### src/inc/buck_ctrl_pkg.sv
// Package for the buck switching and protection controller.
package buck_ctrl_pkg;

  // Register byte offsets
  localparam logic [11:0] OFF_CTRL = 12'h000;
  localparam logic [11:0] OFF_STATUS = 12'h004;
  localparam logic [11:0] OFF_IRQ_STAT = 12'h008;
  localparam logic [11:0] OFF_IRQ_MASK = 12'h00C;
  localparam logic [11:0] OFF_OVL_CNT = 12'h010;

  // Control register fields
  localparam int CTRL_SKIP_EN_BIT = 0;
  localparam int CTRL_HICCUP_EN_BIT = 1;
  localparam logic [1:0] CTRL_RESET = 2'h3;

  // Interrupt event bit positions
  localparam int EV_HS_LIMIT = 0;
  localparam int EV_SRC_LIMIT = 1;
  localparam int EV_SINK_LIMIT = 2;
  localparam int EV_HICCUP = 3;
  localparam int EV_THERMAL = 4;
  localparam int EV_BOOT_UV = 5;
  localparam int EV_W = 6;
  localparam logic [EV_W-1:0] MASK_RESET = 6'h00;

  // Cycle counts
  localparam int OVL_LIMIT = 256;
  localparam int HICCUP_CYCLES = 8192;
  localparam int OVL_W = 9;
  localparam int HIC_W = 14;

  // Controller states
  typedef enum logic [2:0] {
    ST_OFF,
    ST_RUN,
    ST_HICCUP,
    ST_THERMAL
  } ctrl_state_e;

  // Comparator results from the analog front end
  typedef struct packed {
    logic peak_hit;        // Peak switch current reached reference
    logic src_over;        // Low-side sourcing current above limit
    logic sink_over;       // Low-side sinking current above limit
    logic comp_above_clamp;// error_amp_level above skip_clamp_level
    logic skip_exit_cur;   // Peak inductor current above skip exit level
    logic boot_uv;         // gate_boost_node to switch_node below UVLO
    logic therm_trip;      // Junction above trip temperature
    logic therm_ok;        // Die below release temperature
    logic overload;        // Overload indication from error_amp_level
  } sense_s;

  // Gate drive commands
  typedef struct packed {
    logic hs_on;
    logic ls_on;
  } gate_s;

endpackage

### src/logic/buck_switch_protection_ctrl.sv
// Switching-cycle control and protection sequencer with APB registers.
//
// The APB register port and the register addresses were decided locally.
`timescale 1ns/1ps

// What this block does
// High side off at peak current reference
// High side off pairs with low side on
// Sourcing over limit forces low side next cycle
// High side returns when sourcing below limit
// Sinking over limit: both off rest of cycle
// Over 256 overload cycles enters hiccup
// Hiccup waits 8192 cycles then restarts
// Allow 100% duty while bootstrap healthy
// Bootstrap undervoltage: high off, low on
// Thermal trip stops all switching
// Thermal release restarts power-up automatically
// Below clamp enters skipping, stops high side
// Skipping resumes above clamp, suspends below
// Skipping exits on current and clamp
// Enable low stops switching, high starts
// Cycle starts on sync falling edge
// Overload counter clears on clean cycle
module buck_switch_protection_ctrl
  import buck_ctrl_pkg::*;
(
  // Clock and reset
  input wire logic pclk,
  input wire logic presetn,
  // APB slave
  input wire logic psel,
  input wire logic penable,
  input wire logic pwrite,
  input wire logic [11:0] paddr,
  input wire logic [31:0] pwdata,
  output logic [31:0] prdata,
  output logic pready,
  output logic pslverr,
  // Converter inputs
  input wire logic enable_in,
  input wire logic sync_clk,
  input wire sense_s sense,
  // Gate drive and status
  output gate_s gate,
  output logic light_load_skipping,
  output logic irq
);

  ctrl_state_e state;          // Sequencer state
  logic sync_prev;             // Sync level last cycle
  logic cycle_start;           // Start of a switching cycle
  logic [OVL_W-1:0] ovl_cnt;   // Overloaded cycle count
  logic [HIC_W-1:0] hic_cnt;   // Hiccup wait count
  logic cycle_ovl;             // Overload seen in current cycle
  logic force_ls;              // Low side forced for this cycle
  logic sink_block;            // Both off for rest of cycle
  logic hs_done;               // High side ended this cycle
  logic [1:0] ctrl;            // Control register
  logic [EV_W-1:0] irq_stat;   // Sticky event bits
  logic [EV_W-1:0] irq_mask;   // Interrupt enables
  logic [EV_W-1:0] events;     // Event pulses this cycle
  logic wr_en;                 // APB write strobe
  logic hiccup_go;             // Overload limit crossed
  gate_s next_gate;            // Combinational gate decision

  // Cycle start on falling edge of the switching clock
  assign cycle_start = sync_prev & ~sync_clk;

  always_ff @(posedge pclk or negedge presetn) begin
    if (!presetn) begin
      sync_prev <= 1'b0;
    end else begin
      sync_prev <= sync_clk;
    end
  end

  // Overload beyond limit starts hiccup when enabled
  assign hiccup_go = ctrl[CTRL_HICCUP_EN_BIT] && cycle_start &&
                     (cycle_ovl || sense.overload) &&
                     (ovl_cnt == OVL_W'(OVL_LIMIT));

  // Sequencer: enable, hiccup, thermal
  always_ff @(posedge pclk or negedge presetn) begin
    if (!presetn) begin
      state <= ST_OFF;
    end else begin
      case (state)
        ST_OFF: begin
          // Start while enable is high and no thermal trip
          if (enable_in && !sense.therm_trip) begin
            state <= ST_RUN;
          end
        end
        ST_RUN: begin
          if (sense.therm_trip) begin
            state <= ST_THERMAL;
          end else if (!enable_in) begin
            state <= ST_OFF;
          end else if (hiccup_go) begin
            state <= ST_HICCUP;
          end
        end
        ST_HICCUP: begin
          if (sense.therm_trip) begin
            state <= ST_THERMAL;
          end else if (!enable_in) begin
            state <= ST_OFF;
          end else if (cycle_start && hic_cnt == HIC_W'(HICCUP_CYCLES - 1)) begin
            state <= ST_RUN;
          end
        end
        ST_THERMAL: begin
          // Full power-up from the off state on release
          if (sense.therm_ok && !sense.therm_trip) begin
            state <= ST_OFF;
          end
        end
        default: begin
          state <= ST_OFF;
        end
      endcase
    end
  end

  // Hiccup wait counter in switching cycles
  always_ff @(posedge pclk or negedge presetn) begin
    if (!presetn) begin
      hic_cnt <= '0;
    end else if (state != ST_HICCUP) begin
      hic_cnt <= '0;
    end else if (cycle_start) begin
      hic_cnt <= hic_cnt + HIC_W'(1);
    end
  end

  // Overload cycle counter, cleared on a clean cycle
  always_ff @(posedge pclk or negedge presetn) begin
    if (!presetn) begin
      ovl_cnt <= '0;
      cycle_ovl <= 1'b0;
    end else if (state != ST_RUN) begin
      ovl_cnt <= '0;
      cycle_ovl <= 1'b0;
    end else if (cycle_start) begin
      cycle_ovl <= sense.overload;
      if (cycle_ovl || sense.overload) begin
        if (ovl_cnt != OVL_W'(OVL_LIMIT)) begin
          ovl_cnt <= ovl_cnt + OVL_W'(1);
        end
      end else begin
        ovl_cnt <= '0;
      end
    end else if (sense.overload) begin
      cycle_ovl <= 1'b1;
    end
  end

  // Pulse-skip mode tracking
  always_ff @(posedge pclk or negedge presetn) begin
    if (!presetn) begin
      light_load_skipping <= 1'b0;
    end else if (state != ST_RUN || !ctrl[CTRL_SKIP_EN_BIT]) begin
      light_load_skipping <= 1'b0;
    end else if (!light_load_skipping && !sense.comp_above_clamp) begin
      light_load_skipping <= 1'b1;
    end else if (light_load_skipping && sense.comp_above_clamp &&
                 sense.skip_exit_cur) begin
      light_load_skipping <= 1'b0;
    end
  end

  // Per-cycle limit flags
  always_ff @(posedge pclk or negedge presetn) begin
    if (!presetn) begin
      force_ls <= 1'b0;
      sink_block <= 1'b0;
      hs_done <= 1'b0;
    end else if (cycle_start) begin
      // Sourcing limit sampled at cycle end, current level checked at start
      force_ls <= sense.src_over;
      sink_block <= 1'b0;
      hs_done <= 1'b0;
    end else begin
      if (sense.sink_over && gate.ls_on) begin
        sink_block <= 1'b1;
      end
      if (sense.peak_hit || sense.boot_uv) begin
        hs_done <= 1'b1;
      end
    end
  end

  // Gate decision
  always_comb begin
    next_gate = '0;
    if (state == ST_RUN) begin
      if (sink_block || (sense.sink_over && gate.ls_on)) begin
        next_gate = '0;
      end else if (force_ls) begin
        next_gate.ls_on = 1'b1;
      end else if (sense.boot_uv) begin
        next_gate.ls_on = 1'b1;
      end else if (light_load_skipping && !sense.comp_above_clamp) begin
        next_gate = '0;
      end else if (hs_done || sense.peak_hit) begin
        next_gate.ls_on = 1'b1;
      end else begin
        // High side may stay on through cycle starts while boot is fine
        next_gate.hs_on = 1'b1;
      end
    end
  end

  // Registered gate outputs
  always_ff @(posedge pclk or negedge presetn) begin
    if (!presetn) begin
      gate <= '0;
    end else begin
      gate <= next_gate;
    end
  end

  // Event pulses for the interrupt status
  always_comb begin
    events = '0;
    events[EV_HS_LIMIT] = state == ST_RUN && sense.peak_hit && gate.hs_on;
    events[EV_SRC_LIMIT] = cycle_start && sense.src_over && state == ST_RUN;
    events[EV_SINK_LIMIT] = sense.sink_over && gate.ls_on;
    events[EV_HICCUP] = state == ST_RUN && hiccup_go;
    events[EV_THERMAL] = state != ST_THERMAL && sense.therm_trip;
    events[EV_BOOT_UV] = gate.hs_on && sense.boot_uv;
  end

  assign wr_en = psel && penable && pwrite;

  // Control and mask registers
  always_ff @(posedge pclk or negedge presetn) begin
    if (!presetn) begin
      ctrl <= CTRL_RESET;
      irq_mask <= MASK_RESET;
    end else if (wr_en) begin
      if (paddr == OFF_CTRL) begin
        ctrl <= pwdata[1:0];
      end
      if (paddr == OFF_IRQ_MASK) begin
        irq_mask <= pwdata[EV_W-1:0];
      end
    end
  end

  // Sticky status, write one to clear; a new event wins
  always_ff @(posedge pclk or negedge presetn) begin
    if (!presetn) begin
      irq_stat <= '0;
    end else if (wr_en && paddr == OFF_IRQ_STAT) begin
      irq_stat <= (irq_stat & ~pwdata[EV_W-1:0]) | events;
    end else begin
      irq_stat <= irq_stat | events;
    end
  end

  assign irq = |(irq_stat & irq_mask);
  assign pready = 1'b1;

  // Unmapped addresses answer with an error
  always_comb begin
    pslverr = 1'b0;
    if (psel && penable) begin
      pslverr = !(paddr == OFF_CTRL || paddr == OFF_STATUS ||
                  paddr == OFF_IRQ_STAT || paddr == OFF_IRQ_MASK ||
                  paddr == OFF_OVL_CNT);
    end
  end

  // Read data registered in the setup cycle
  always_ff @(posedge pclk or negedge presetn) begin
    if (!presetn) begin
      prdata <= '0;
    end else if (psel && !penable && !pwrite) begin
      case (paddr)
        OFF_CTRL: prdata <= {30'h0, ctrl};
        OFF_STATUS: prdata <= {25'h0, light_load_skipping, gate.hs_on, gate.ls_on,
                               1'b0, state};
        OFF_IRQ_STAT: prdata <= {26'h0, irq_stat};
        OFF_IRQ_MASK: prdata <= {26'h0, irq_mask};
        OFF_OVL_CNT: prdata <= {23'h0, ovl_cnt};
        default: prdata <= 32'h0;
      endcase
    end
  end

  // Checks
  AST_GATES_EXCLUSIVE: assert property (@(posedge pclk) disable iff (!presetn)
    !(gate.hs_on && gate.ls_on)) else $error("both gates on");
  AST_PEAK_HS_OFF: assert property (@(posedge pclk) disable iff (!presetn)
    sense.peak_hit && !cycle_start |=> !gate.hs_on) else $error("hs stayed on");
  AST_SRC_FORCE: assert property (@(posedge pclk) disable iff (!presetn)
    cycle_start && sense.src_over && state == ST_RUN && !sense.sink_over
    && !sense.therm_trip && enable_in && !hiccup_go |=> ##1 !gate.hs_on)
    else $error("src limit ignored");
  AST_SINK_OFF: assert property (@(posedge pclk) disable iff (!presetn)
    sense.sink_over && gate.ls_on |=> !gate.ls_on && !gate.hs_on)
    else $error("sink limit ignored");
  AST_THERM_STOP: assert property (@(posedge pclk) disable iff (!presetn)
    sense.therm_trip |=> ##1 gate == '0) else $error("switching in thermal");
  AST_BOOT_UV: assert property (@(posedge pclk) disable iff (!presetn)
    state == ST_RUN && sense.boot_uv |=> !gate.hs_on) else $error("boot uv hs on");
  AST_HICCUP_ENTRY: assert property (@(posedge pclk) disable iff (!presetn)
    state == ST_RUN && hiccup_go && !sense.therm_trip && enable_in |=> state == ST_HICCUP)
    else $error("no hiccup");
  AST_EN_OFF: assert property (@(posedge pclk) disable iff (!presetn)
    !enable_in && state != ST_THERMAL |=> state == ST_OFF || state == ST_THERMAL)
    else $error("enable ignored");
  AST_OVL_CLEAR: assert property (@(posedge pclk) disable iff (!presetn)
    state == ST_RUN && cycle_start && !cycle_ovl && !sense.overload |=> ovl_cnt == '0)
    else $error("overload count kept");

  COV_HICCUP: cover property (@(posedge pclk) disable iff (!presetn)
    state == ST_HICCUP ##1 state == ST_RUN);
  COV_THERMAL: cover property (@(posedge pclk) disable iff (!presetn)
    state == ST_THERMAL ##1 state == ST_OFF);
  COV_SKIP: cover property (@(posedge pclk) disable iff (!presetn)
    light_load_skipping ##1 !light_load_skipping);
  COV_IRQ: cover property (@(posedge pclk) disable iff (!presetn) irq);

endmodule

### config.mk
export PLATFORM = sky130hd
export DESIGN_NAME = buck_switch_protection_ctrl
export DESIGN_NICKNAME = d
export VERILOG_FILES = /design/src/inc/buck_ctrl_pkg.sv /design/src/logic/buck_switch_protection_ctrl.sv
export SDC_FILE = /design/constraint.sdc
export NUM_CORES = 1
export LEC_CHECK = 0
export ABC_AREA = 1
export BUFFER_PORTS_ARGS = -buffer_cell sky130_fd_sc_hd__buf_2
export CORE_ASPECT_RATIO = 2
export CORE_MARGIN = 2
export CORE_UTILIZATION = 52
export CTS_CLUSTER_SIZE = 14
export DETAILED_ROUTE_END_ITERATION = 16
export GPL_TIMING_DRIVEN = 0
export PLACE_DENSITY = 0.8
export SLEW_MARGIN = 20
export SYNTH_ARGS = -nofsm -noshare
export SYNTH_HDL_FRONTEND = slang
export SYNTH_SLANG_ARGS = --single-unit
export TNS_END_PERCENT = 20
### constraint.sdc
create_clock -name pclk -period 1.67 [get_ports pclk]
set_input_delay 0.2505 -clock pclk [delete_from_list [all_inputs] [get_ports pclk]]
set_output_delay 0.2505 -clock pclk [all_outputs]
set_load 0.01 [all_outputs]
==> After elaboration in Yosys (flattened, before gate mapping) <==
Cells that the tools add are included.
{ "totals": {"ff_bits": 80, "latch_bits": 0, "ramBits": 0, "mem_bits_ro": 0, "in_bits": 60, "output_inout_bits": 38, "word_cells": 131, "memories": 0} }
{ "op_classes": {"addsub": 2, "mul": 0, "div_mod_pow": 0, "order_cmp": 0, "n_eq_ne": 18, "n_shift": 0, "n_mux": 37, "n_bitwise": 7, "reduce_logical": 52} }
{ "op_table": {"columns": ["op", "count"], "rows": [
  ["9-bit one-hot mux with 5 select lines", 1],
  ["9-bit two-way mux", 4],
  ["14-bit two-way mux", 2],
  ["12-bit by 4-bit == test with 1-bit output, second input constant", 2],
  ["3-bit two-way mux", 8],
  ["1-bit logical AND", 23],
  ["1-bit two-way mux", 17],
  ["14-bit by 1-bit adder with 14-bit output, second input constant", 1],
  ["14-bit by 13-bit == test with 1-bit output, second input constant", 1],
  ["6-bit AND", 2],
  ["12-bit by 3-bit == test with 1-bit output, second input constant", 1],
  ["12-bit by 5-bit == test with 1-bit output, second input constant", 1],
  ["12-bit logical NOT", 1],
  ["6-bit OR", 2],
  ["3-bit one-hot mux with 4 select lines", 1],
  ["9-bit by 1-bit adder with 9-bit output, second input constant", 1],
  ["9-bit == test, second input constant", 1],
  ["1-bit logical OR", 9],
  ["3-bit by 2-bit inequality test with 1-bit output, second input constant", 3],
  ["9-bit inequality test, second input constant", 1],
  ["4-bit inequality test, second input constant", 2],
  ["2-bit nonzero test", 4],
  ["1-bit logical NOT", 7],
  ["3-bit by 2-bit == test with 1-bit output, second input constant", 2],
  ["13 further kinds", 19]
]} }

==> Logic depth before layout (Yosys ltp) <==
{ "depth": {"word_depth": 9, "mapped_depth": 11, "mapped_depth_nobuf": 11} }

==> Worst setup path after synthesis <==
OpenSTA, ideal clock, no wires.
{ "synth_path": {"path_type": "register to register", "startpoint": "register ovl_cnt[0]", "endpoint": "register ovl_cnt[2]", "setup_ns": 0.121, "arrival_ns": 1.288, "required_ns": 1.549, "setup_slack_ns": 0.261, "stages_incl_launch_ff": 11, "n_path_buf": 1, "synth_period_minus_slack_ns": 1.409, "path_cell_list": "dfrtp_1 > inv_1 > ha_1 > nand2_1 > inv_1 > nand2_1 > o21ai_4 > nand2_4 > buf_6 > a21oi_2 > nor2_1"} }
{ "synth_between": {"elab_chain_cells": 5, "elab_cells_between_ends": 8, "classes_between": "1 x add/sub; 2 x eq/ne; 4 x mux; 1 x reduce/logical"} }
{ "synth_lines": {"columns": ["element", "line_no", "source"], "rows": [
  ["start: declaration", "buck_switch_protection_ctrl.sv:52", "logic [OVL_W-1:0] ovl_cnt;"],
  ["start signal: assignment", "buck_switch_protection_ctrl.sv:148", "ovl_cnt <= ovl_cnt + OVL_W'(1);"],
  ["9-bit by 1-bit adder with 9-bit output", "buck_switch_protection_ctrl.sv:148", null],
  ["9-bit two-way mux", "buck_switch_protection_ctrl.sv:147", "if (ovl_cnt != OVL_W'(OVL_LIMIT)) begin"],
  ["9-bit two-way mux", "buck_switch_protection_ctrl.sv:146", "if (cycle_ovl || sense.overload) begin"],
  ["9-bit two-way mux", "buck_switch_protection_ctrl.sv:144", "end else if (cycle_start) begin"],
  ["9-bit two-way mux", "buck_switch_protection_ctrl.sv:141", "end else if (state != ST_RUN) begin"]
]} }
Parallel ways exist; a longest one is shown, timed or not. The select of a mux whose other input is x is not followed.
A chain may end at the register's enable or synchronous reset.

==> Worst setup path after layout <==
{ "layout_path": {"startpoint": "register irq_stat[4]", "endpoint": "output irq"} }
{ "layout_between": {"elab_chain_cells": 2} }
{ "layout_lines": {"columns": ["element", "line_no", "source"], "rows": [
  ["start: declaration", "buck_switch_protection_ctrl.sv:59", "logic [EV_W-1:0] irq_stat;"],
  ["start signal: assignment", "buck_switch_protection_ctrl.sv:256", "irq_stat <= (irq_stat & ~pwdata[EV_W-1:0]) | events;"],
  ["start signal: assignment", "buck_switch_protection_ctrl.sv:258", "irq_stat <= irq_stat | events;"],
  ["6-bit AND", "buck_switch_protection_ctrl.sv:262", "assign irq = |(irq_stat & irq_mask);"],
  ["6-bit OR reduction", "buck_switch_protection_ctrl.sv:262", null],
  ["end: declaration", "buck_switch_protection_ctrl.sv:46", "output logic irq"]
]} }
No other way between the ends.

==> results.md <==
- I/O Buffers: 47
- Antenna Nets Post-Route: 0
- Synth Area per Inst: 7.50 sq um
- Total Wirelength: 7820 um
- Final setup TNS: 0 ps
- Cells after Synth: 448
- First-pass GRT wire length: 12400 um
- CTS sink count: 56
- ANT cells: 0
- # hold bufs at CTS: 0
- Die X: 60.8 um
- CTS tree: built
- Endpoints failing setup: 0
- Cts repair resizes: 0
- Mapped Area: 3360 sq um
- CTS root buffer: clkbuf_16
- Top-area cell type share of the netlist area: 40.2%
- CP max-delay cell: dfrtp_1
- Final Hold Fails: 0
- Clock-pin slew on the worst setup and hold paths: 60 ps
- CP Class: flip-flop to primary output
- RSZ-0062 raised after global routing: no
- Crit. End Element: primary output
- Pin count of the biggest net entering global routing: 57
- Synth area leaders: dfrtp_1 40%, nand2_1 12%, nand3_1 7.9%
- Post-synthesis sequential area ratio: 41.8%
- Yosys reg bits: 56
- Vias in the first global route: 2821
- VDD IR-drop max: 977 uV
- RePlAce Congestion: 0.939
- Netlist cell types: 39
- Routed length per instance: 12.8 um
- Starting Density: 53.7%
- R2R setup slack: 100 ps
- Fillers: 586
- Max-slew violations: 0
- Syn-to-layout area delta: 17.6%
- Final design utilization: 63.1%
- Number of H-tree levels: 2
- Total gr overflow: 0
- Power per cell area: 928 nW/um^2
- Max Fclk: 626 MHz
- IO Pins: 98
- Worst EP arrival: 1350 ps
- Commonest cells after routing, fill and taps aside: 106 x nand2_1, 54 x dfrtp_1, 53 x nand3_1, 52 x inv_1, 49 x buf_2
- Outcome: finished clean
- Bufs and invs on worst path: 1
- CTS buffer count: 5
- Cell family with the largest share of critical-path delay: flip-flops
- Die ar.: 7160 sq um
- Final HPWL from detailed placement: 6100 um
- Crit path top cell by count: nand2_1
- Crit-path max cell delay: 420 ps
- Req. time, crit path: 1420 ps
- Fin crit share: 95.7%
- Die Ht: 118 um
- Gr usage total: 22.6%
- Hold Crit Class: input pin to async pin
- Ys Warns: 0
- P_leak: 2.10 nW
- CP Launch Type: flip-flop
- Ratio of cells with drive above 1 in the final layout: 23.0%
- Nets: 587
- Min Clock Period, post-route: 1600 ps
- Drt first pass iters: 5
- # rows: 41
- Post-CTS Setup Bufs: 0
- Post-synth top area cell: dfrtp_1
- Critical path, cell by cell: nand2_1 > nand2_1 > a221oi_1 > nand3_1 > buf_2
- Worst slew pin tran: 712 ps
- CP Max Fanout: 3
- Max-Cap Viols: 0
- Clk_skew: 6.48 ps
- DR DRC count: 0
- Core Box Area: 6260 sq um
- Max clock buf depth: 2
- Max_slew headroom: 52.6%
- Vias per inst: 5.06
- Via count: 3091
- DRT iter0 DRCs: 143
- Initial antenna violation count: 0
- Most common cell after layout, fill and taps aside: nand2_1
- Later-pin clock latency in the skew report: 290 ps
[kinds of logic after synthesis]
family | Yosys count | share of synthesized area [%]
flip-flops | 56 | 41.8
other | 2 | 0.224
AND/OR/NAND/NOR | 232 | 31.4
XOR/XNOR | 1 | 0.261
adder cells (fa/ha/maj) | 3 | 1.12
AO/OA/AOI/OAI | 65 | 11.8
buffers and inverters | 89 | 13.3
[Yosys cell counts (all sizes together)]
| cell type | instances |
|---|---|
| nor4 | 1 |
| nand4 | 6 |
| buf | 30 |
| conb | 2 |
| o22ai | 2 |
| and2 | 1 |
| nand2 | 112 |
| o31ai | 2 |
| a21oi | 17 |
| inv | 58 |
| or2 | 2 |
| o211ai | 1 |
| o21a | 4 |
| o21bai | 1 |
| a221oi | 1 |
| nand3 | 54 |
| o21ai | 37 |
| ha | 3 |
| dfstp | 2 |
| xnor2 | 1 |
| dfrtp | 54 |
| clkinv | 1 |
| nor3 | 5 |
| and3 | 2 |
| nor2 | 49 |
[flip-flops by register name (all words and copies together), names as in the netlist]
| name | cells |
|---|---|
| sync_prev | 1 |
| light_load_skipping | 1 |
| prdata | 9 |
| cycle_ovl | 1 |
| irq_mask | 6 |
| irq_stat | 6 |
| ovl_cnt | 9 |
| hs_done | 1 |
| state | 2 |
| hic_cnt | 14 |
| ctrl | 2 |
| gate | 2 |
| force_ls | 1 |
| sink_block | 1 |
[metrics by stage]
step	power [mW]	hold slack [ps]	worst slack [ps]	cells	area (sq um)
after floorplan	2.31	-45.1	261	470	3440
after detailed placement	2.58	348	53.0	603	3790
after global routing	3.89	73.9	4.63	611	3950
final	3.67	2.79	72.3	611	3950
after global placement	2.55	457	82.3	603	3780
after CTS	3.68	35.5	31.2	611	3940
[where the power goes]
group,internal (mW),switching (mW),total (mW)
Sequential,1.47,0.106,1.58
Combinational,0.343,0.650,0.993
Clock,0.639,0.455,1.09
[final timing paths]
check / start / to / cells after the start
setup / recovery: irq_stat[4] / irq / 5
hold / removal: presetn / state[1] / 1
setup reg to reg: ovl_cnt[0] / ovl_cnt[3] / 10
hold reg to reg: prdata[3] / prdata[3] / 2
max in group asynchronous: presetn / prdata[6] / 1
min in group pclk: sync_clk / sync_prev / 1
[metal layers]
metal | global-route usage (%) | part of all wire [%] | up-vias
met4 | 8.42 | 3.2 | 0
met1 | 24.9 | 37 | 1413
met2 | 41.3 | 55 | 114
met3 | 2.86 | 5.2 | 18
met5 | 0 | 0 | -
li1 | - | - | 1546
[area by class of cell]
cell class,instances,area [sq um],share of cell area (%)
Multi-Input combinational cell,325,1600,40.4
Sequential cell,56,1400,35.5
Timing Repair Buffer,47,238,6.02
Inverter,59,226,5.73
Buffer,30,221,5.61
Clock buffer,8,156,3.96
Tap cell,86,108,2.72
No activity file was read; power rests on OpenSTA's default activity.
